<file path="config.mk">
export PLATFORM = sky130hd
export DESIGN_NAME = bsr_core
export DESIGN_NICKNAME = d
export VERILOG_FILES = /design/src/rtl/bsr_pkg.sv /design/src/rtl/bsr_core.sv /design/src/rtl/bsr_fifo.sv
export SDC_FILE = /design/constraint.sdc
export NUM_CORES = 1
export LEC_CHECK = 0
export BUFFER_PORTS_ARGS = -buffer_cell sky130_fd_sc_hd__buf_2
export CAP_MARGIN = 20
export CORE_ASPECT_RATIO = 1.1
export CORE_MARGIN = 2
export CORE_UTILIZATION = 35
export DETAILED_ROUTE_END_ITERATION = 7
export SYNTH_ARGS = -nofsm -noshare
export SYNTH_HDL_FRONTEND = slang
export SYNTH_SLANG_ARGS = --single-unit
</file>
<file path="constraint.sdc">
create_clock -name clk_sys_i -period 13.6 [get_ports clk_sys_i]
set_input_delay 0 -clock clk_sys_i [delete_from_list [all_inputs] [get_ports clk_sys_i]]
set_output_delay 0 -clock clk_sys_i [all_outputs]
set_load 0.1 [all_outputs]
</file>
<file path="src/rtl/bsr_pkg.sv">
package bsr_pkg;

  // ----------------------------------------
  // Organisation and sizes
  // ----------------------------------------
  localparam int BSR_LANE_BITS = 9;
  localparam int BSR_MAX_LANES = 4;
  localparam int BSR_DQ_W = BSR_LANE_BITS * BSR_MAX_LANES;
  localparam int BSR_ADDR_W = 16;
  localparam int BSR_BURST_LEN = 4;
  localparam int BSR_FIFO_DEPTH = 16;
  localparam logic [2:0] BSR_ORG_X8 = 3'h0;
  localparam logic [2:0] BSR_ORG_X9 = 3'h1;
  localparam logic [2:0] BSR_ORG_X18 = 3'h2;
  localparam logic [2:0] BSR_ORG_X36 = 3'h3;
  localparam logic [1:0] BSR_BEAT_RST = 2'h0;
  localparam logic [BSR_MAX_LANES-1:0] BSR_SEL_IDLE = 4'hF;

  // ----------------------------------------
  // Bus cycle states (Gray along idle-read-write; idle to write flips both bits)
  // ----------------------------------------
  typedef enum logic [1:0] {
    BSR_IDLE = 2'b00,
    BSR_READ = 2'b01,
    BSR_WRITE = 2'b11
  } bsr_state_type;

  // ----------------------------------------
  // Carriers
  // ----------------------------------------
  typedef struct packed {
    logic load_n;
    logic read_nwrite;
    logic [BSR_ADDR_W-1:0] addr;
  } bsr_ctrl_type;

  typedef struct packed {
    logic [BSR_ADDR_W-1:0] addr;
    logic [BSR_MAX_LANES-1:0] lane_en;
    logic [BSR_DQ_W-1:0] data;
  } bsr_wbeat_type;

endpackage : bsr_pkg
</file>
<file path="src/rtl/bsr_core.sv">
`timescale 1ns/1ps
`default_nettype none
module bsr_core
  import bsr_pkg::*;
#(
  parameter logic [2:0] ORG = bsr_pkg::BSR_ORG_X36,
  parameter int FIFO_DEPTH = bsr_pkg::BSR_FIFO_DEPTH
) (
  // Clock and reset
  input wire logic clk_sys_i,
  input wire logic rst_i,
  // Link clocks
  input wire logic in_clk_true_i,
  input wire logic in_clk_comp_i,
  input wire logic out_clk_true_i,
  input wire logic out_clk_comp_i,
  // Link controls
  input wire logic cycle_load_n_i,
  input wire logic read_nwrite_i,
  input wire logic [bsr_pkg::BSR_ADDR_W-1:0] addr_i,
  input wire logic [bsr_pkg::BSR_MAX_LANES-1:0] lane_sel_n_i,
  // Data pins
  input wire logic [bsr_pkg::BSR_DQ_W-1:0] dq_i,
  output logic [bsr_pkg::BSR_DQ_W-1:0] dq_o,
  output logic dq_oe_n_o,
  // Write stream to array
  output logic wr_valid_o,
  input wire logic wr_ready_i,
  output bsr_pkg::bsr_wbeat_type wr_beat_o,
  // Read port from array
  output logic [bsr_pkg::BSR_ADDR_W-1:0] rd_addr_o,
  output logic rd_req_o,
  input wire logic [bsr_pkg::BSR_DQ_W-1:0] rd_data_i,
  // Status
  output logic wr_overflow_o
);
  import bsr_pkg::*;

  // ----------------------------------------
  // Input synchronisers
  // ----------------------------------------
  localparam int SW = 4 + 2 + BSR_ADDR_W + BSR_MAX_LANES + BSR_DQ_W;

  logic [SW-1:0] sync_a;
  logic [SW-1:0] sync_b;
  logic [3:0] clk_prev;
  logic ikt;
  logic ikc;
  logic okt;
  logic okc;
  logic k_rise;
  logic kc_rise;
  logic ok_rise;
  logic okc_rise;
  logic [BSR_DQ_W-1:0] dq_s;
  logic [BSR_MAX_LANES-1:0] sel_n_s;
  bsr_ctrl_type ctrl_s;

  // Two flip-flop synchroniser on every link pin
  always_ff @(posedge clk_sys_i) begin
    if (rst_i) begin
      sync_a <= '0;
      sync_b <= '0;
    end else begin
      sync_a <= {in_clk_true_i, in_clk_comp_i, out_clk_true_i, out_clk_comp_i,
                 cycle_load_n_i, read_nwrite_i, addr_i, lane_sel_n_i, dq_i};
      sync_b <= sync_a;
    end
  end

  // Unpack synchronised pins
  assign {ikt, ikc, okt, okc} = sync_b[SW-1 -: 4];
  assign ctrl_s = sync_b[SW-5 -: (2 + BSR_ADDR_W)];
  assign sel_n_s = sync_b[BSR_DQ_W +: BSR_MAX_LANES];
  assign dq_s = sync_b[BSR_DQ_W-1:0];

  // Previous clock levels for edge finding
  always_ff @(posedge clk_sys_i) begin
    if (rst_i) begin
      clk_prev <= 4'hF;
    end else begin
      clk_prev <= {ikt, ikc, okt, okc};
    end
  end

  // Rising edge detectors
  assign k_rise = ikt && !clk_prev[3];
  assign kc_rise = ikc && !clk_prev[2];
  assign ok_rise = okt && !clk_prev[1];
  assign okc_rise = okc && !clk_prev[0];

  // ----------------------------------------
  // Bus cycle state machine
  // ----------------------------------------
  bsr_state_type state;
  bsr_state_type next_state;
  logic [1:0] beat;
  logic [BSR_ADDR_W-1:0] base_addr;
  logic [1:0] next_beat;
  logic load_now;
  logic last_beat;
  logic wr_edge;
  logic rd_edge;
  logic burst_edge;

  // Controls taken only at true input clock edge
  assign load_now = k_rise && !ctrl_s.load_n;
  assign wr_edge = (state == BSR_WRITE) && (k_rise || kc_rise);
  assign burst_edge = (state == BSR_WRITE) ? wr_edge : rd_edge;
  assign last_beat = (beat == 2'(BSR_BURST_LEN - 1));
  assign next_beat = beat + 2'h1;

  // Next state from load and read/write level
  always_comb begin
    next_state = state;
    if (state == BSR_IDLE) begin
      if (load_now) begin
        next_state = ctrl_s.read_nwrite ? BSR_READ : BSR_WRITE;
      end
    end else if (burst_edge && last_beat) begin
      next_state = BSR_IDLE;
    end
  end

  // State, beat counter and captured base address
  always_ff @(posedge clk_sys_i) begin
    if (rst_i) begin
      state <= BSR_IDLE;
      beat <= BSR_BEAT_RST;
      base_addr <= '0;
    end else begin
      state <= next_state;
      if (state == BSR_IDLE && load_now) begin
        beat <= BSR_BEAT_RST;
        base_addr <= ctrl_s.addr;
      end else if (burst_edge) begin
        beat <= next_beat;
      end
    end
  end

  // Linear burst address: low two bits advance
  logic [BSR_ADDR_W-1:0] beat_addr;
  assign beat_addr = {base_addr[BSR_ADDR_W-1:2], base_addr[1:0] + beat};

  // ----------------------------------------
  // Write lane masks
  // ----------------------------------------
  logic [BSR_MAX_LANES-1:0] lane_en;
  logic [BSR_DQ_W-1:0] bit_en;

  // Per organisation select to lane mapping
  always_comb begin
    lane_en = '0;
    unique case (ORG)
      BSR_ORG_X8: lane_en = {2'h0, ~sel_n_s[1:0]};
      BSR_ORG_X9: lane_en = {3'h0, ~sel_n_s[0]};
      BSR_ORG_X18: lane_en = {2'h0, ~sel_n_s[1:0]};
      default: lane_en = ~sel_n_s;
    endcase
  end

  // Bit enables; x8 lanes are nibbles of DQ0-7
  genvar gi;
  generate
    for (gi = 0; gi < BSR_DQ_W; gi++) begin : g_bit
      if (ORG == BSR_ORG_X8) begin : g_nib
        assign bit_en[gi] = (gi < 8) ? lane_en[gi / 4] : 1'b0;
      end else if (ORG == BSR_ORG_X9) begin : g_x9
        assign bit_en[gi] = (gi < 9) ? lane_en[0] : 1'b0;
      end else begin : g_lane
        assign bit_en[gi] = lane_en[gi / BSR_LANE_BITS];
      end
    end
  endgenerate

  // ----------------------------------------
  // Write beat FIFO
  // ----------------------------------------
  bsr_wbeat_type fifo_in;
  logic fifo_ready;
  logic fifo_push;

  // Masks only count during a write cycle
  assign fifo_in.addr = beat_addr;
  assign fifo_in.lane_en = lane_en;
  assign fifo_in.data = dq_s & bit_en;
  assign fifo_push = wr_edge && (lane_en != '0);

  bsr_fifo #(
    .WIDTH($bits(bsr_wbeat_type)),
    .DEPTH(FIFO_DEPTH)
  ) u_fifo (
    .clk_sys_i(clk_sys_i),
    .rst_i(rst_i),
    .in_valid_i(fifo_push),
    .in_ready_o(fifo_ready),
    .in_data_i(fifo_in),
    .out_valid_o(wr_valid_o),
    .out_ready_i(wr_ready_i),
    .out_data_o(wr_beat_o)
  );

  // Sticky flag: a beat arrived while the FIFO was full
  always_ff @(posedge clk_sys_i) begin
    if (rst_i) begin
      wr_overflow_o <= 1'b0;
    end else if (fifo_push && !fifo_ready) begin
      wr_overflow_o <= 1'b1;
    end
  end

  // ----------------------------------------
  // Read launch
  // ----------------------------------------
  logic use_in_clk;
  logic dq_oe_n;

  // Both output clocks high selects input clocks
  assign use_in_clk = okt && okc;
  assign rd_edge = (state == BSR_READ) &&
                   (use_in_clk ? (k_rise || kc_rise) : (ok_rise || okc_rise));
  assign rd_addr_o = beat_addr;
  assign rd_req_o = (state == BSR_READ);

  // Output data register and enable
  always_ff @(posedge clk_sys_i) begin
    if (rst_i) begin
      dq_o <= '0;
      dq_oe_n <= 1'b1;
    end else if (rd_edge) begin
      dq_o <= rd_data_i;
      dq_oe_n <= 1'b0;
    end else if (state == BSR_IDLE) begin
      dq_oe_n <= 1'b1;
    end
  end

  assign dq_oe_n_o = dq_oe_n;
endmodule : bsr_core
`default_nettype wire

</file>
<file path="src/rtl/bsr_fifo.sv">
`timescale 1ns/1ps
`default_nettype none
module bsr_fifo #(
  parameter int WIDTH = 8,
  parameter int DEPTH = 16
) (
  // Clock and reset
  input wire logic clk_sys_i,
  input wire logic rst_i,
  // Fill side
  input wire logic in_valid_i,
  output logic in_ready_o,
  input wire logic [WIDTH-1:0] in_data_i,
  // Drain side
  output logic out_valid_o,
  input wire logic out_ready_i,
  output logic [WIDTH-1:0] out_data_o
);
  localparam int AW = $clog2(DEPTH);

  logic [WIDTH-1:0] mem [DEPTH];
  logic [AW:0] wr_ptr;
  logic [AW:0] rd_ptr;
  logic [AW:0] count;
  logic full;
  logic empty;
  logic do_wr;
  logic do_rd;

  // Status and strobes; read data register reloads when it drains
  assign count = wr_ptr - rd_ptr;
  assign full = (count == (AW+1)'(DEPTH));
  assign empty = (count == '0);
  assign in_ready_o = !full;
  assign do_wr = in_valid_i && !full;
  assign do_rd = !empty && (!out_valid_o || out_ready_i);

  // Storage
  always_ff @(posedge clk_sys_i) begin
    if (do_wr) begin
      mem[wr_ptr[AW-1:0]] <= in_data_i;
    end
  end

  // Pointers and registered output
  always_ff @(posedge clk_sys_i) begin
    if (rst_i) begin
      wr_ptr <= '0;
      rd_ptr <= '0;
      out_valid_o <= 1'b0;
      out_data_o <= '0;
    end else begin
      if (do_wr) begin
        wr_ptr <= wr_ptr + 1'b1;
      end
      if (do_rd) begin
        rd_ptr <= rd_ptr + 1'b1;
        out_data_o <= mem[rd_ptr[AW-1:0]];
        out_valid_o <= 1'b1;
      end else if (out_ready_i) begin
        out_valid_o <= 1'b0;
      end
    end
  end
endmodule : bsr_fifo
`default_nettype wire

</file>
# [After elaboration in Yosys (flattened, before gate mapping)]
# Memories as Yosys holds them, arrays and structs flattened. A register that Yosys moved wholly into a read port is not among the register bits.
# Index checks and enable logic that the tools add are counted.
[totals] ff_bits=197 latch_bits=0 ramBits=896 mem_bits_ro=0 inputBits=101 out_inout_bits=112 wordCells=70 n_memories=1
[classes] add_sub_neg=5 n_mul=0 n_div=0 order_cmp=0 n_eq_ne=5 n_shift=0 muxes=12 bitwise=2 reduce_logical=33
[memory_table] memory="u_fifo.mem" depth=16 word_bits=56 rd=1 rd_clocked_by_memory_dff=1 wr=1 line_no="bsr_fifo.sv:21" source="logic [WIDTH-1:0] mem [DEPTH];"
[op_table] op="36-bit AND" count=1
[op_table] op="1-bit logical AND" count=14
[op_table] op="5-bit by 1-bit adder with 5-bit output (second input constant)" count=2
[op_table] op="1-bit logical NOT" count=8
[op_table] op="1-bit 2-to-1 mux" count=8
[op_table] op="2-bit 2-to-1 mux" count=4
[op_table] op="2-bit nonzero test" count=3
[op_table] op="5-bit equality test (second input constant)" count=1
[op_table] op="5-bit logical NOT" count=1
[op_table] op="5-bit subtractor" count=1
[op_table] op="2-bit equality test (second input constant)" count=2
[op_table] op="4-bit inverter" count=1
[op_table] op="4-bit nonzero test" count=1
[op_table] op="1-bit logical OR" count=3
[op_table] op="2-bit by 1-bit adder with 2-bit output (second input constant)" count=1
[op_table] op="2-bit adder" count=1
[op_table] op="2-bit by 1-bit equality test with 1-bit output (second input constant)" count=1
[op_table] op="2-bit logical NOT" count=1
[op_table] op="2-bit inequality test (second input constant)" count=1
[op_table] op="2-bit AND reduction" count=1
[op_table] op="2-bit OR reduction" count=1

# [Longest topological paths before layout]
# Gate-level depths: netlist (run 1).
[logic_depth] word_depth=9 ltp_mapped=12 ltp_nobuf=8

# [Hierarchy]
# From an unflattened synthesis (run 1), not the netlist that was laid out.
[hier_totals] cells_unflattened=2222 hier_area_um2=42061.6
[modules_own_cells] mod="bsr_fifo" n_inst=1 cells_per_inst=1660 area_per_inst_um2=35969.5
[modules_own_cells] mod="bsr_core" n_inst=1 cells_per_inst=562 area_per_inst_um2=6092.1

# [Worst setup path before layout (run 1)]
# OpenSTA, ideal clock, no wires.
[synth_timing] kind="register to register" startpoint="register u_fifo.rd_ptr[1]" endpoint="memory u_fifo.mem[3][0] (netlist bit), enable pin" setup_ps=539 t_arrival_ps=5320 required_ps=13061 setup_slack_ps=7742 path_stages_with_launch=9 synth_period_minus_slack_ps=5858 path_cell_list="dfxtp_1 > buf_2 > inv_1 > ha_1 > nor2b_2 > o211ai_2 > and3b_1 > o41ai_2 > nor3_1"
[synth_via] elab_chain_cells=6
[synth_rtl] item="start: declaration" line_no="bsr_fifo.sv:23" source="logic [AW:0] rd_ptr;"
[synth_rtl] item="start signal: assignment" line_no="bsr_fifo.sv:57" source="rd_ptr <= rd_ptr + 1'b1;"
[synth_rtl] item="5-bit subtractor" line_no="bsr_fifo.sv:31" source="assign count = wr_ptr - rd_ptr;"
[synth_rtl] item="5-bit equality test" line_no="bsr_fifo.sv:32" source="assign full = (count == (AW+1)'(DEPTH));"
[synth_rtl] item="1-bit logical NOT"
[synth_rtl] item="1-bit logical AND" line_no="bsr_fifo.sv:35" source="assign do_wr = in_valid_i && !full;"
[synth_rtl] item="1-bit 2-to-1 mux" line_no="bsr_fifo.sv:40" source="if (do_wr) begin"
[synth_rtl] item="1-bit 2-to-1 mux (implied by the code)" line_no="bsr_fifo.sv:41" source="mem[wr_ptr[AW-1:0]] <= in_data_i;"
[synth_rtl] item="end: declaration" line_no="bsr_fifo.sv:21"
# No other way between the ends.

# [Final worst setup path (run 1)]
[layout_timing] startpoint="register u_fifo.rd_ptr[1]" endpoint="memory u_fifo.mem[2][28] (netlist bit), enable pin"
# The elaborated chain is that of the path after synthesis.

==> impl_results.md, run 1 <==
* Netlist Area Pre-Place at 41900 um^2
* Number of storage elements in the synthesis netlist at roughly 1.1k
* Combinational family with the most area after synthesis: multiplexers
* Commonest cells after routing, fill and taps aside: sky130_fd_sc_hd__edfxtp_1 (896), sky130_fd_sc_hd__dfxtp_1 (250), sky130_fd_sc_hd__mux4_2 (224)
* Maximum achievable frequency at about 220 MHz
* Wire length of the first global-routing pass at 140000 um
* Minimum clock period after layout at 4.50 ns
* Area added between synthesis and finish at 19.1%
* Mean instance size in the synthesized netlist at approximately 19 um^2
* Cell count after synthesis at 2212
* Async set-or-reset flop fraction in the synthesized netlist at 0%
* Number of rows created at floorplan at approximately 130
* Final Core Density at a little over two fifths
* Critical path arrival at roughly 4.8 ns
* Worst IR drop on VDD at 0.119 mV
* Standard cell core area at between 100000 and 150000 um^2
* End of the worst register-to-register path: u_fifo.mem[2][28]$_DFFE_PP_
* TritonCTS Sinks at approximately 1.1k
* Synth Net Count at ~2.3k
* Switching fraction of total power at 29.6%
* Net count, final at about 2.7k
* Type of destination of the critical path: register
* Setup crit start kind: register
* Number of optimization iterations in the first detailed-route pass at 5
* Share of the synthesized area in compound gates (AO/OA/AOI/OAI) at 2.97%
* Post-synthesis mux area share at ~13%
* Ports at between 200 and 250
* Post-cts resize count at 0
* DR WL met3 at just over 5000 um
* Count of unique library cells instantiated by Yosys at 47
* Largest net degree at the start of global routing at ~110
* Worst slack, placed at 9.10 ns
* Hold Path Class: input pin to register
* Source-to-sink clock delay at the later pin of the worst-skew pair at around 0.72 ns
* Status: finished clean
* Starting utilization of the core area at about a third
* CTS tree: done
* Post-route setup slack at between 9 and 10 ns
* Routed Antenna Nets at 0
* Overflow after GRT at 0
* Beginning of the critical path: u_fifo.rd_ptr[1]$_SDFFE_PP0P_
* Slew Limit Headroom at between 20% and 30%
* DRC violation total after the first TritonRoute iteration at between 1k and 1.5k
* Share of the cycle needed by the critical path after routing at around a third
* Share of cells above drive strength 1 at between 20% and 30%
* Adder-cell share of the synthesized area at 0.328%
* Category of the most critical setup path: register to register
* GRT Resource Usage Total at between 10% and 20%
* Port Buf Inserts at approximately 210
* Clock Pin Slew Worst Setup and Hold Paths at roughly 0.07 ns
* Clk pwr share at around a third
* Maximum buffer depth of the clock tree at 3
* Total number of vias at between 20k and 25k
* Leading cell type in the layout, fill and taps excluded: sky130_fd_sc_hd__edfxtp_1
* Maximum fanout along the worst path at between 50 and 60
* Internal power at around 6.2 mW
* Clock tree root buffer cell: sky130_fd_sc_hd__clkbuf_16
* Detailed Place HPWL at slightly below 50000 um
* Leakage power figure at roughly 17 nW
* Postcts setup bufs at 0
* Worst-path cell with the longest stage delay: sky130_fd_sc_hd__and3_4
* Series of cell instances along the critical path: inv_1 -> ha_1 -> nor2b_2 -> o22ai_2 -> xnor2_2 -> nor4_1 -> nor2b_1 -> and3_4
* Vias per std cell at between 5 and 6
* Final clock skew at ~0.036 ns
* Buffers plus inverters on the worst setup path at 1
* Overall die height at around 370 um
* Number of enable-type register cells in the synthesized netlist at 896
* Max incr delay on CP at around 1.1 ns
* Share of total power in sequential cells at a little under half
* RSZ-0062 raised after global routing: false
* Part of the total power dissipated in combinational logic at slightly above 20%
* Number of buffers inserted during clock tree synthesis at approximately 110
* Worst Tran Pin Value at between 1 and 1.5 ns
* Final estimated routing congestion in global placement at ~0.74
* Reg2Reg Depth at 8
* Most used flip-flop cell after synthesis: sky130_fd_sc_hd__edfxtp_1
* Final hold violations at 0
* Critical Path Sink: u_fifo.mem[2][28]$_DFFE_PP_
* TNS Setup at 0 ns
* Vias in the first global route at between 20k and 25k
* Setup-violating endpoint count in the final report at 0
* Met2 wirelength from detailed routing at roughly 47000 um
* Pwr/cell area at approximately 180 nW/um^2
* Max-cap violation count at 0
* Warnings from Yosys at 0
* Detailed-route wire length at roughly 94000 um
* Net switching power of the design at 2.61 mW
* Met1 WL at approximately 40000 um
* Basic-gate share of the synthesized area counting and, or, nand and nor cells at under 10%
* Xor/xnor share of the synthesized area at less than 1%
* Routed length per placed instance at about 22 um
* Data required time at the worst endpoint at about 14 ns
* Sequential fraction of the synthesis area at 76.3%
* Max-slew violation count at 0
* Crit path depth at 8
* Number of antenna violations at the first check in global routing at 4
* Family with the most delay on the worst path: simple AND/OR/NAND/NOR gates
* Reg2Reg Setup Slack at between 9 and 10 ns
* Residual DRC count at 0
* Width of the die at roughly 330 um
* Total Power at roughly 8.8 mW
* Top sig layer: met4
* # H-tree levels at 3
* Reg-to-reg critical path startpoint: u_fifo.rd_ptr[1]$_SDFFE_PP0P_
* Die outline area at around 120000 um^2
-- layout make-up --
cell class | count | area, um^2
clock inverter | 79 | 581
timing repair buffer | 406 | 3010
fill | 10400 | 69200
sequential | 1149 | 32000
antenna | 1 | 2.50
inverter | 11 | 41.3
clock buffer | 138 | 3060
tap | 1552 | 1940
multi-input combinational | 907 | 9300
-- cell usage after synthesis, types with 2 or more instances --
cell,number,area share [%]
sky130_fd_sc_hd__nand2b_1,7,0.10
sky130_fd_sc_hd__mux4_2,224,12
sky130_fd_sc_hd__and2_1,2,0.030
sky130_fd_sc_hd__nor2_1,48,0.43
sky130_fd_sc_hd__a21oi_1,82,0.98
sky130_fd_sc_hd__clkbuf_1,79,0.71
sky130_fd_sc_hd__dfxtp_1,253,12
sky130_fd_sc_hd__o21ai_1,2,0.024
sky130_fd_sc_hd__o22ai_1,112,1.7
sky130_fd_sc_hd__buf_6,7,0.19
sky130_fd_sc_hd__nor2b_1,169,2.5
sky130_fd_sc_hd__nand3_1,3,0.036
sky130_fd_sc_hd__xor2_1,3,0.063
sky130_fd_sc_hd__edfxtp_1,896,64
sky130_fd_sc_hd__and3_1,12,0.18
sky130_fd_sc_hd__xnor2_1,4,0.084
sky130_fd_sc_hd__or3_1,61,0.91
sky130_fd_sc_hd__nand2_1,94,0.84
sky130_fd_sc_hd__buf_1,3,0.027
sky130_fd_sc_hd__inv_1,11,0.099
sky130_fd_sc_hd__ha_1,11,0.33
sky130_fd_sc_hd__mux2i_1,39,0.93
sky130_fd_sc_hd__buf_4,28,0.50
sky130_fd_sc_hd__or2_2,4,0.060
sky130_fd_sc_hd__nor3_1,4,0.048
sky130_fd_sc_hd__o21ai_0,5,0.060
sky130_fd_sc_hd__buf_2,28,0.33
sky130_fd_sc_hd__nor4_1,2,0.030
-- logic make-up after synthesis --
logic type,Yosys count
flops,1149
simple gates,415
mux,264
compound gates,209
buf+inv,156
fa+ha+maj,11
xor+xnor,8
-- registers in the layout (all words and copies together) (netlist names) --
signal / cells
u_fifo.mem: 896
sync_b: 62
dq_o: 36
wr_overflow_o: 1
sync_a: 62
u_fifo.wr_ptr: 5
state: 2
u_fifo.rd_ptr: 5
clk_prev: 4
u_fifo.out_data_o: 56
u_fifo.out_valid_o: 1
base_addr: 16
dq_oe_n_o: 1
beat: 2
-- per-layer routing --
metal | up-vias | GRT usage [%]
met5 | - | 0
met4 | 0 | 5.21
met3 | 125 | 2.84
met2 | 597 | 26.0
met1 | 11100 | 19.3
li1 | 9450 | -
-- stage by stage --
stage	hold WS, ns	instance area (um^2)	cells
2_1_floorplan	0.128	41900	2212
3_3_place_gp	0.210	44500	3849
3_5_place_dp	0.216	44500	3850
4_1_cts	0.00113	49800	4229
5_1_grt	0.0575	49900	4242
6_report	0.0591	49900	4243
-- timing repair --
item / CTS / global route
hold buffers: 162 / 0
setup endpoints to repair: 0 / 0
endpoints found under the hold margin: 154 / 0
-- worst min path at each step --
stage | from | endpoint | slack, ns | cells past startpoint
after floorplan | dq_i[0] | sync_a[0]$_SDFF_PP0_ | 0.13 | 1
after global placement | dq_i[27] | sync_a[27]$_SDFF_PP0_ | 0.21 | 2
after detailed placement | dq_i[18] | sync_a[18]$_SDFF_PP0_ | 0.22 | 2
after CTS | in_clk_comp_i | sync_a[60]$_SDFF_PP0_ | 0.001 | 3
after global routing | addr_i[15] | sync_a[55]$_SDFF_PP0_ | 0.06 | 3
final | rd_data_i[15] | dq_o[15]$_SDFFE_PP0P_ | 0.06 | 4
-- power by group through the flow --
| stage | registers, mW | logic, mW | clock network [mW] |
|---|---|---|---|
| CTS | 4.00 | 1.83 | 3.11 |
| finish | 3.99 | 1.81 | 3.04 |
| detailed placement | 4.07 | 1.80 | 0 |
| global route | 4.00 | 1.93 | 3.24 |
| floorplan | 4.47 | 1.02 | 0 |
| global placement | 4.07 | 1.78 | 0 |
-- worst register-to-register path, cell delays in order (launching register included) --
cell	delay [ns]
sky130_fd_sc_hd__dfxtp_4	0.87
sky130_fd_sc_hd__inv_1	0.25
sky130_fd_sc_hd__ha_1	0.36
sky130_fd_sc_hd__nor2b_2	0.19
sky130_fd_sc_hd__o22ai_2	0.11
sky130_fd_sc_hd__xnor2_2	0.30
sky130_fd_sc_hd__nor4_1	0.15
sky130_fd_sc_hd__nor2b_1	0.72
sky130_fd_sc_hd__and3_4	1.10
No activity file was read; power rests on OpenSTA's default activity.
==> inputs of run 2 (changes only) <==
==> constraint.sdc (replaced) <==
create_clock -name clk_sys_i -period 4 [get_ports clk_sys_i]
set_input_delay 0 -clock clk_sys_i [delete_from_list [all_inputs] [get_ports clk_sys_i]]
set_output_delay 0 -clock clk_sys_i [all_outputs]
set_load 0.1 [all_outputs]
==> run 2 against run 1 <==
Setup slack lost 8.5 ns. Utilization grew 0.53 points. Register-to-register slack lost 8.5 ns.
==> impl_results.md, run 2 (synthesis gave the netlist of run 1 again) <==
* Worst Tran Pin Value at 1.09 ns (-0.0445 ns)
* Number of rows created at floorplan at 133 (unchanged)
* Postcts setup bufs at 0 (unchanged)
* Buffers plus inverters on the worst setup path at 3 (+2)
* Maximum buffer depth of the clock tree at 3 (unchanged)
* Final Core Density at 42.4% (+0.53 points)
* Clock tree root buffer cell: sky130_fd_sc_hd__clkbuf_16
* Layout Cells excl Fill at 4280 (+0.87%)
* Starting utilization of the core area at 35.2% (unchanged)
* Instance area after placement at 45100 um^2 (+1.3%)
* Number of flip-flops in the largest register at 896 (unchanged)
* Maximum fanout along the worst path at 24 (-57%)
* Post-cts resize count at 0 (unchanged)
* Overflow after GRT at 0 (unchanged)
* Area added between synthesis and finish at 20.6%
* Number of antenna violations at the first check in global routing at 5 (+1)
* Met2 wirelength from detailed routing at 50100 um (+7.2%)
* Vias in the first global route at 22.8k (+0.44%)
* Status: finished clean
* Data required time at the worst endpoint at 4.45 ns (-9.46 ns)
* Max-cap violation count at 0 (unchanged)
* DRC violation total after the first TritonRoute iteration at 1731 (+18%)
* Number of optimization iterations in the first detailed-route pass at 5 (unchanged)
* Maximum achievable frequency at 298 MHz (+34%)
* Max incr delay on CP at 0.62 ns (-0.48 ns)
* Ports at 213 (unchanged)
* Final hold violations at 0 (unchanged)
* Routed length per placed instance at 22.9 um (+3.6%)
* Source-to-sink clock delay at the later pin of the worst-skew pair at 0.74 ns (+0.02 ns)
* # H-tree levels at 3 (unchanged)
* Type of destination of the critical path: register
* Share of the cycle needed by the critical path after routing at 83.9% (+51 points)
* Slew Limit Headroom at 26.9% (+2.8 points)
* Total number of vias at 21.8k (+2.3%)
* RSZ-0062 raised after global routing: false
* Detailed-route wire length at 97900 um (+4.5%)
* Detailed Place HPWL at 55200 um (+12%)
* Family with the most delay on the worst path: simple AND/OR/NAND/NOR gates
* Top sig layer: met4
* Minimum clock period after layout at 3.36 ns (-1.14 ns)
* Total Power at 30.5 mW (+250%)
* Clock Pin Slew Worst Setup and Hold Paths at 0.06 ns (about the same)
* Net count, final at 2738 (+1.4%)
* TritonCTS Sinks at 1149 (unchanged)
* Worst-path cell with the longest stage delay: sky130_fd_sc_hd__nor4_1
* Series of cell instances along the critical path: inv_1 -> ha_1 -> a21oi_1 -> a21boi_1 -> nor4_1 -> nor2b_1 -> buf_4 -> and3_4 -> buf_12
* Setup-violating endpoint count in the final report at 0 (unchanged)
* DP Cell Count at 3889 (+1.0%)
* Number of buffers inserted during clock tree synthesis at 113 (-0.88%)
* Post-route setup slack at 0.643 ns (-8.46 ns)
* Number of fill cells at 10.4k (-0.32%)
* Final clock skew at 0.0400 ns (+0.00394 ns)
* Routed Antenna Nets at 0 (unchanged)
* Leading cell type in the layout, fill and taps excluded: sky130_fd_sc_hd__edfxtp_1
* Share of cells above drive strength 1 at 26.4% (+1.4 points)
* Wire length of the first global-routing pass at 146000 um (+3.9%)
* Pwr/cell area at 603 nW/um^2 (+240%)
* Layout Cell Area excl Fill at 50500 um^2 (+1.3%)
* Max-slew violation count at 0 (unchanged)
* Commonest cells after routing, fill and taps aside: sky130_fd_sc_hd__edfxtp_1 (896), sky130_fd_sc_hd__dfxtp_1 (250), sky130_fd_sc_hd__mux4_2 (224)
* GRT Resource Usage Total at 15.9% (+0.73 points)
* DR WL met3 at 5610 um (+9.8%)
* Overall die height at 367 um (unchanged)
* Setup crit start kind: register
* Final estimated routing congestion in global placement at 0.755 (+1.6%)
* Worst IR drop on VDD at 0.492 mV (+310%)
* Largest net degree at the start of global routing at 121 (+13%)
* Hold Path Class: input pin to register
* CTS tree: done
* Met1 WL at 40100 um (+1.6%)
* Category of the most critical setup path: register to register
* Leakage power figure at 17.2 nW (+1.4%)
* Residual DRC count at 0 (unchanged)
* Critical path arrival at 3.80 ns (-1.01 ns)
* Width of the die at 334 um (unchanged)
* Port Buf Inserts at 212 (unchanged)
* Standard cell core area at 119000 um^2 (unchanged)
* Die outline area at 123000 um^2 (unchanged)
* Worst slack, placed at 0.702 ns (-8.40 ns)
* Vias per std cell at 5.09 (+1.4%)
[run 2: metal layers]
layer / GRT usage, % / up-vias
met5: 0 / -
met4: 4.51 / 0
met3: 2.80 / 130
met2: 27.7 / 655
met1: 20.4 / 11500
li1: - / 9528
[run 2: repair_timing]
action | CTS | global route
hold buffers | 164 | 0
endpoints found under the hold margin | 159 | 0
setup endpoints to repair | 0 | 0
[run 2: final cells by class]
class                           count  area (um^2)  share of cell area, %
Antenna cell                        1         2.50                0.00495
Multi-Input combinational cell    907         9310                   18.4
Clock buffer                      147         3100                   6.14
Clock inverter                     69          661                   1.31
Tap cell                         1552         1940                   3.84
Inverter                           11         41.3                 0.0817
Timing Repair Buffer              444         3500                   6.93
Sequential cell                  1149        32000                   63.3
[run 2: metrics by stage]
step	setup TNS, ns	hold slack [ns]
after floorplan	-80.47	0.128
after global placement	0	0.209
after detailed placement	0	0.212
after CTS	0	0.000657
after global routing	0	0.0538
final	0	0.0596
[run 2: worst reg2reg max path: cells and delay by family (launching register included)]
family                   cells  cell delay (ns)
adder cells (fa/ha/maj)      1             0.41
flip-flops                   1             0.49
AND/OR/NAND/NOR              3             1.05
AO/OA/AOI/OAI                2             0.47
buffers and inverters        3             0.64
[run 2: worst paths after layout]
check	start	end	slack, ns	cells past startpoint
worst max register to register	u_fifo.rd_ptr[3]$_SDFFE_PP0P_	u_fifo.mem[14][40]$_DFFE_PP_	0.64	9
worst min register to register	sync_a[18]$_SDFF_PP0_	sync_b[18]$_SDFF_PP0_	0.43	1
worst max-delay path	u_fifo.rd_ptr[3]$_SDFFE_PP0P_	u_fifo.mem[14][40]$_DFFE_PP_	0.64	9
worst min-delay path	dq_i[2]	sync_a[2]$_SDFF_PP0_	0.06	3
[run 2: where the power goes]
| group | total, mW | internal (mW) | switching (mW) |
|---|---|---|---|
| combinational | 6.57 | 2.29 | 4.28 |
| clock | 10.6 | 6.03 | 4.55 |
| sequential | 13.3 | 13.1 | 0.224 |
==> inputs of run 3 (changes only) <==
--- a/config.mk
+++ b/config.mk
@@ -5,6 +5,7 @@
 export SDC_FILE = /design/constraint.sdc
 export NUM_CORES = 1
 export LEC_CHECK = 0
+export ABC_AREA = 1
 export BUFFER_PORTS_ARGS = -buffer_cell sky130_fd_sc_hd__buf_2
 export CAP_MARGIN = 20
 export CORE_ASPECT_RATIO = 1.1
==> constraint.sdc (replaced) <==
create_clock -name clk_sys_i -period 3.43 [get_ports clk_sys_i]
set_input_delay 0 -clock clk_sys_i [delete_from_list [all_inputs] [get_ports clk_sys_i]]
set_output_delay 0 -clock clk_sys_i [all_outputs]
set_load 0.1 [all_outputs]
==> run 3 against run 2 <==
Sequential power rose by 17%. Cell area grew 5.5%. Global-route usage increased by 1.2 points. Cell count rose by 49%. Sequential share of layout area is 3.3 points lower. Critical path depth is 5 higher. Total power is 20% higher. Register-to-register slack lost 0.42 ns. Largest power group unchanged.
==> impl_results.md, run 3 <==
* Routed length per placed instance at 18.2 um (-20%)
* Source-to-sink clock delay at the later pin of the worst-skew pair at 0.72 ns (-0.02 ns)
* FF/Latch Area at 32000 um^2 (unchanged)
* End of the worst register-to-register path: u_fifo.mem[12][27]$_DFFE_PP_
* Yosys top cell area share at 59.7% (-4.5 points)
* Ports at 213 (unchanged)
* CTS tree: done
* Critical path arrival at 3.57 ns (-0.23 ns)
* Wire length of the first global-routing pass at 176000 um (+20%)
* Warnings from Yosys at 0 (unchanged)
* DP Cell Count at 5965 (+53%)
* DR WL met3 at 7210 um (+29%)
* Number of buffers inserted during clock tree synthesis at 109 (-3.5%)
* Switching fraction of total power at 34.1% (+4.4 points)
* Minimum clock period after layout at 3.20 ns (-0.154 ns)
* Data required time at the worst endpoint at 3.79 ns (-0.66 ns)
* Async set-or-reset flop fraction in the synthesized netlist at 0% (unchanged)
* RSZ-0062 raised after global routing: false
* Category of the most critical setup path: register to register
* Final hold violations at 0 (unchanged)
* Total number of vias at 30.2k (+39%)
* Vias in the first global route at 29.3k (+29%)
* Number of storage elements in the synthesis netlist at 1149 (unchanged)
* Startpoint of the tightest hold check path: addr_i[12]
* Reg2Reg Depth at 14 (+5)
* Share of total power in sequential cells at 42.7% (-1.0 points)
* Detailed Place HPWL at 60700 um (+10%)
* Hold Path Class: input pin to register
* Number of enable-type register cells in the synthesized netlist at 896 (unchanged)
* Maximum fanout along the worst path at 46 (+92%)
* Area added between synthesis and finish at 18.2%
* Pwr/cell area at 684 nW/um^2 (+13%)
* Number of flip-flops in the largest register at 896 (unchanged)
* Net switching power of the design at 12.4 mW (+37%)
* # H-tree levels at 3 (unchanged)
* Top sig layer: met4
* Dominant cell by count in the synthesized netlist: sky130_fd_sc_hd__nor2_1
* Antenna diode count at 0 (-1)
* TNS Setup at 0 ns (unchanged)
* Footprint of the multi-input gates at 10700 um^2 (+15%)
* Leakage power figure at 20.4 nW (+19%)
* Detailed-route wire length at 116000 um (+18%)
* Share of cells above drive strength 1 at 11.9% (-15 points)
* Worst Tran Pin Value at 1.11 ns (+0.0192 ns)
* Netlist Area Pre-Place at 45100 um^2 (+7.6%)
* Final estimated routing congestion in global placement at 0.788 (+4.4%)
* Max-slew violation count at 0 (unchanged)
* Leading cell type in the layout, fill and taps excluded: sky130_fd_sc_hd__nor2_1
* Port Buf Inserts at 212 (unchanged)
* Number of antenna violations at the first check in global routing at 0 (-5)
* Share of the cycle needed by the critical path after routing at 93.4% (+9.5 points)
* Routed Antenna Nets at 0 (unchanged)
* Maximum buffer depth of the clock tree at 3 (unchanged)
* Count of unique library cells instantiated by Yosys at 31 (-34%)
* Net count, final at 4700 (+72%)
* Setup crit start kind: register
* Residual DRC count at 0 (unchanged)
* Max-cap violation count at 0 (unchanged)
* Overall die height at 380 um (+3.7%)
* Commonest cells after routing, fill and taps aside: sky130_fd_sc_hd__nor2_1 (1022), sky130_fd_sc_hd__edfxtp_1 (896), sky130_fd_sc_hd__nand2_1 (669)
* Overflow after GRT at 0 (unchanged)
* Standard cell core area at 128000 um^2 (+7.7%)
* Met1 WL at 50200 um (+25%)
* GRT Resource Usage Total at 17.2% (+1.2 points)
* Reg-to-reg critical path startpoint: u_fifo.wr_ptr[2]$_SDFFE_PP0P_
* Layout Cells excl Fill at 6359 (+49%)
* Sequential fraction of the synthesis area at 70.9% (-5.4 points)
* Beginning of the critical path: u_fifo.wr_ptr[2]$_SDFFE_PP0P_
* Cell count after synthesis at 4244 (+92%)
* Starting utilization of the core area at 35.2% (about the same)
* DRC violation total after the first TritonRoute iteration at 2640 (+53%)
* Synth top area cells: sky130_fd_sc_hd__edfxtp_1 (60%), sky130_fd_sc_hd__dfxtp_1 (11%), sky130_fd_sc_hd__nor2_1 (8.6%)
* Met2 wirelength from detailed routing at 55600 um (+11%)
* Maximum achievable frequency at 312 MHz (+4.8%)
* Clock tree root buffer cell: sky130_fd_sc_hd__clkbuf_16
* Synth Net Count at 4356 (+87%)
* Post-synthesis cell type with the largest combined area: sky130_fd_sc_hd__edfxtp_1
* Critical Path Sink: u_fifo.mem[12][27]$_DFFE_PP_
* Part of the total power dissipated in combinational logic at 25.6% (+4.0 points)
* Worst IR drop on VDD at 0.636 mV (+29%)
* Final Core Density at 41.5% (-0.87 points)
* Die outline area at 132000 um^2 (+7.5%)
* Status: finished clean
* Vias per std cell at 4.75 (-6.6%)
* Setup-violating endpoint count in the final report at 0 (unchanged)
* Number of optimization iterations in the first detailed-route pass at 5 (unchanged)
* Clk pwr share at 31.7% (-3.0 points)
* Number of fill cells at 12.1k (+16%)
* Number of rows created at floorplan at 138 (+3.8%)
* Internal power at 24.0 mW (+12%)
* Final clock skew at 0.0276 ns (-0.0124 ns)
* Type of destination of the critical path: register
* List of most frequent post-synthesis cells: sky130_fd_sc_hd__nor2_1 (1039), sky130_fd_sc_hd__edfxtp_1 (896), sky130_fd_sc_hd__nand2_1 (669)
* Width of the die at 346 um (+3.7%)
* Slew Limit Headroom at 25.7% (-1.1 points)
* TritonCTS Sinks at 1149 (unchanged)
* Largest net degree at the start of global routing at 192 (+59%)
* Mean instance size in the synthesized netlist at 10.6 um^2 (-44%)
* Most used flip-flop cell after synthesis: sky130_fd_sc_hd__edfxtp_1
* Clock Pin Slew Worst Setup and Hold Paths at 0.06 ns (about the same)
* Reg2Reg Setup Slack at 0.23 ns (-0.42 ns)
[run 3: cell types whose count changed in the layout (fill, tap and decap cells not counted), sizes merged, moves of 170 or more]
cell	before	now
nor2b	170	0
o21ai	7	502
inv	16	343
nand2	94	671
mux4	224	0
nor2	48	1061
nand3	3	190
[run 3: kinds of logic after synthesis]
group,Yosys count,synth area share [%]
compound gates,554,6.16
xor+xnor,10,0.194
fa+ha+maj,11,0.305
buf+inv,591,5.68
flops,1149,70.9
simple gates,1929,16.8
[run 3: worst min-delay path by stage]
stage | to | cells after the start
floorplan | sync_a[0]$_SDFF_PP0_ | 2
CTS | sync_a[50]$_SDFF_PP0_ | 4
detailed placement | sync_a[9]$_SDFF_PP0_ | 3
global route | sync_a[46]$_SDFF_PP0_ | 4
finish | sync_a[52]$_SDFF_PP0_ | 4
global placement | sync_a[22]$_SDFF_PP0_ | 3
[run 3: power groups by stage]
stage | combinational, mW | sequential [mW] | clock, mW
2_1_floorplan | 5.28 | 17.8 | 0
3_3_place_gp | 9.12 | 15.9 | 0
3_5_place_dp | 9.17 | 15.9 | 0
4_1_cts | 9.33 | 15.6 | 11.8
5_1_grt | 10.3 | 15.6 | 12.3
6_report | 9.32 | 15.6 | 11.5
[run 3: what timing repair did]
action                                  in CTS  in global routing
pin swaps                                    1                  7
setup buffers                                0                 33
hold endpoints to repair                   127                  0
resized for setup                            0                  3
gates cloned                                 1                  0
hold buffers                               145                  0
endpoints found under the setup margin      33                303
[run 3: final cells by class]
type,count,share of cell area (%)
repair buffers,483,7.17
clock inverters,52,0.716
multi-input cells,2505,20.1
flip-flops and latches,1149,60.0
inverters,340,2.43
well taps,1680,3.94
clock buffers,150,5.63
[run 3: routing by layer]
| metal | track usage, % | vias up |
|---|---|---|
| met4 | 5.30 | 0 |
| met3 | 2.91 | 171 |
| met5 | 0 | - |
| li1 | - | 14700 |
| met1 | 22.8 | 14500 |
| met2 | 28.6 | 920 |
[run 3: worst max-delay path, cell delays in order (launching register included)]
cell and delay, ns:
sky130_fd_sc_hd__dfxtp_1 0.51, sky130_fd_sc_hd__ha_1 0.35, sky130_fd_sc_hd__nand2_1 0.10, sky130_fd_sc_hd__inv_1 0.04
sky130_fd_sc_hd__nand2_1 0.09, sky130_fd_sc_hd__nand2_1 0.08, sky130_fd_sc_hd__nand2_1 0.07, sky130_fd_sc_hd__nand2_1 0.07
sky130_fd_sc_hd__nand2_1 0.18, sky130_fd_sc_hd__nand2_1 0.17, sky130_fd_sc_hd__inv_2 0.14, sky130_fd_sc_hd__nand2_1 0.29
sky130_fd_sc_hd__nor2_4 0.22, sky130_fd_sc_hd__buf_12 0.14, sky130_fd_sc_hd__buf_16 0.33
[run 3: per-stage QoR]
step / setup slack (ns) / hold WS, ns / power, mW / instance area [um^2]
6_report: 0.226 / 0.0320 / 36.4 / 53300
3_3_place_gp: -0.0404 / 0.201 / 25.0 / 48000
2_1_floorplan: -0.460 / 0.107 / 23.0 / 45100
3_5_place_dp: -0.0333 / 0.205 / 25.1 / 48000
4_1_cts: 0.0777 / 0.00101 / 36.7 / 52800
5_1_grt: 0.0224 / 0.0529 / 38.2 / 53300
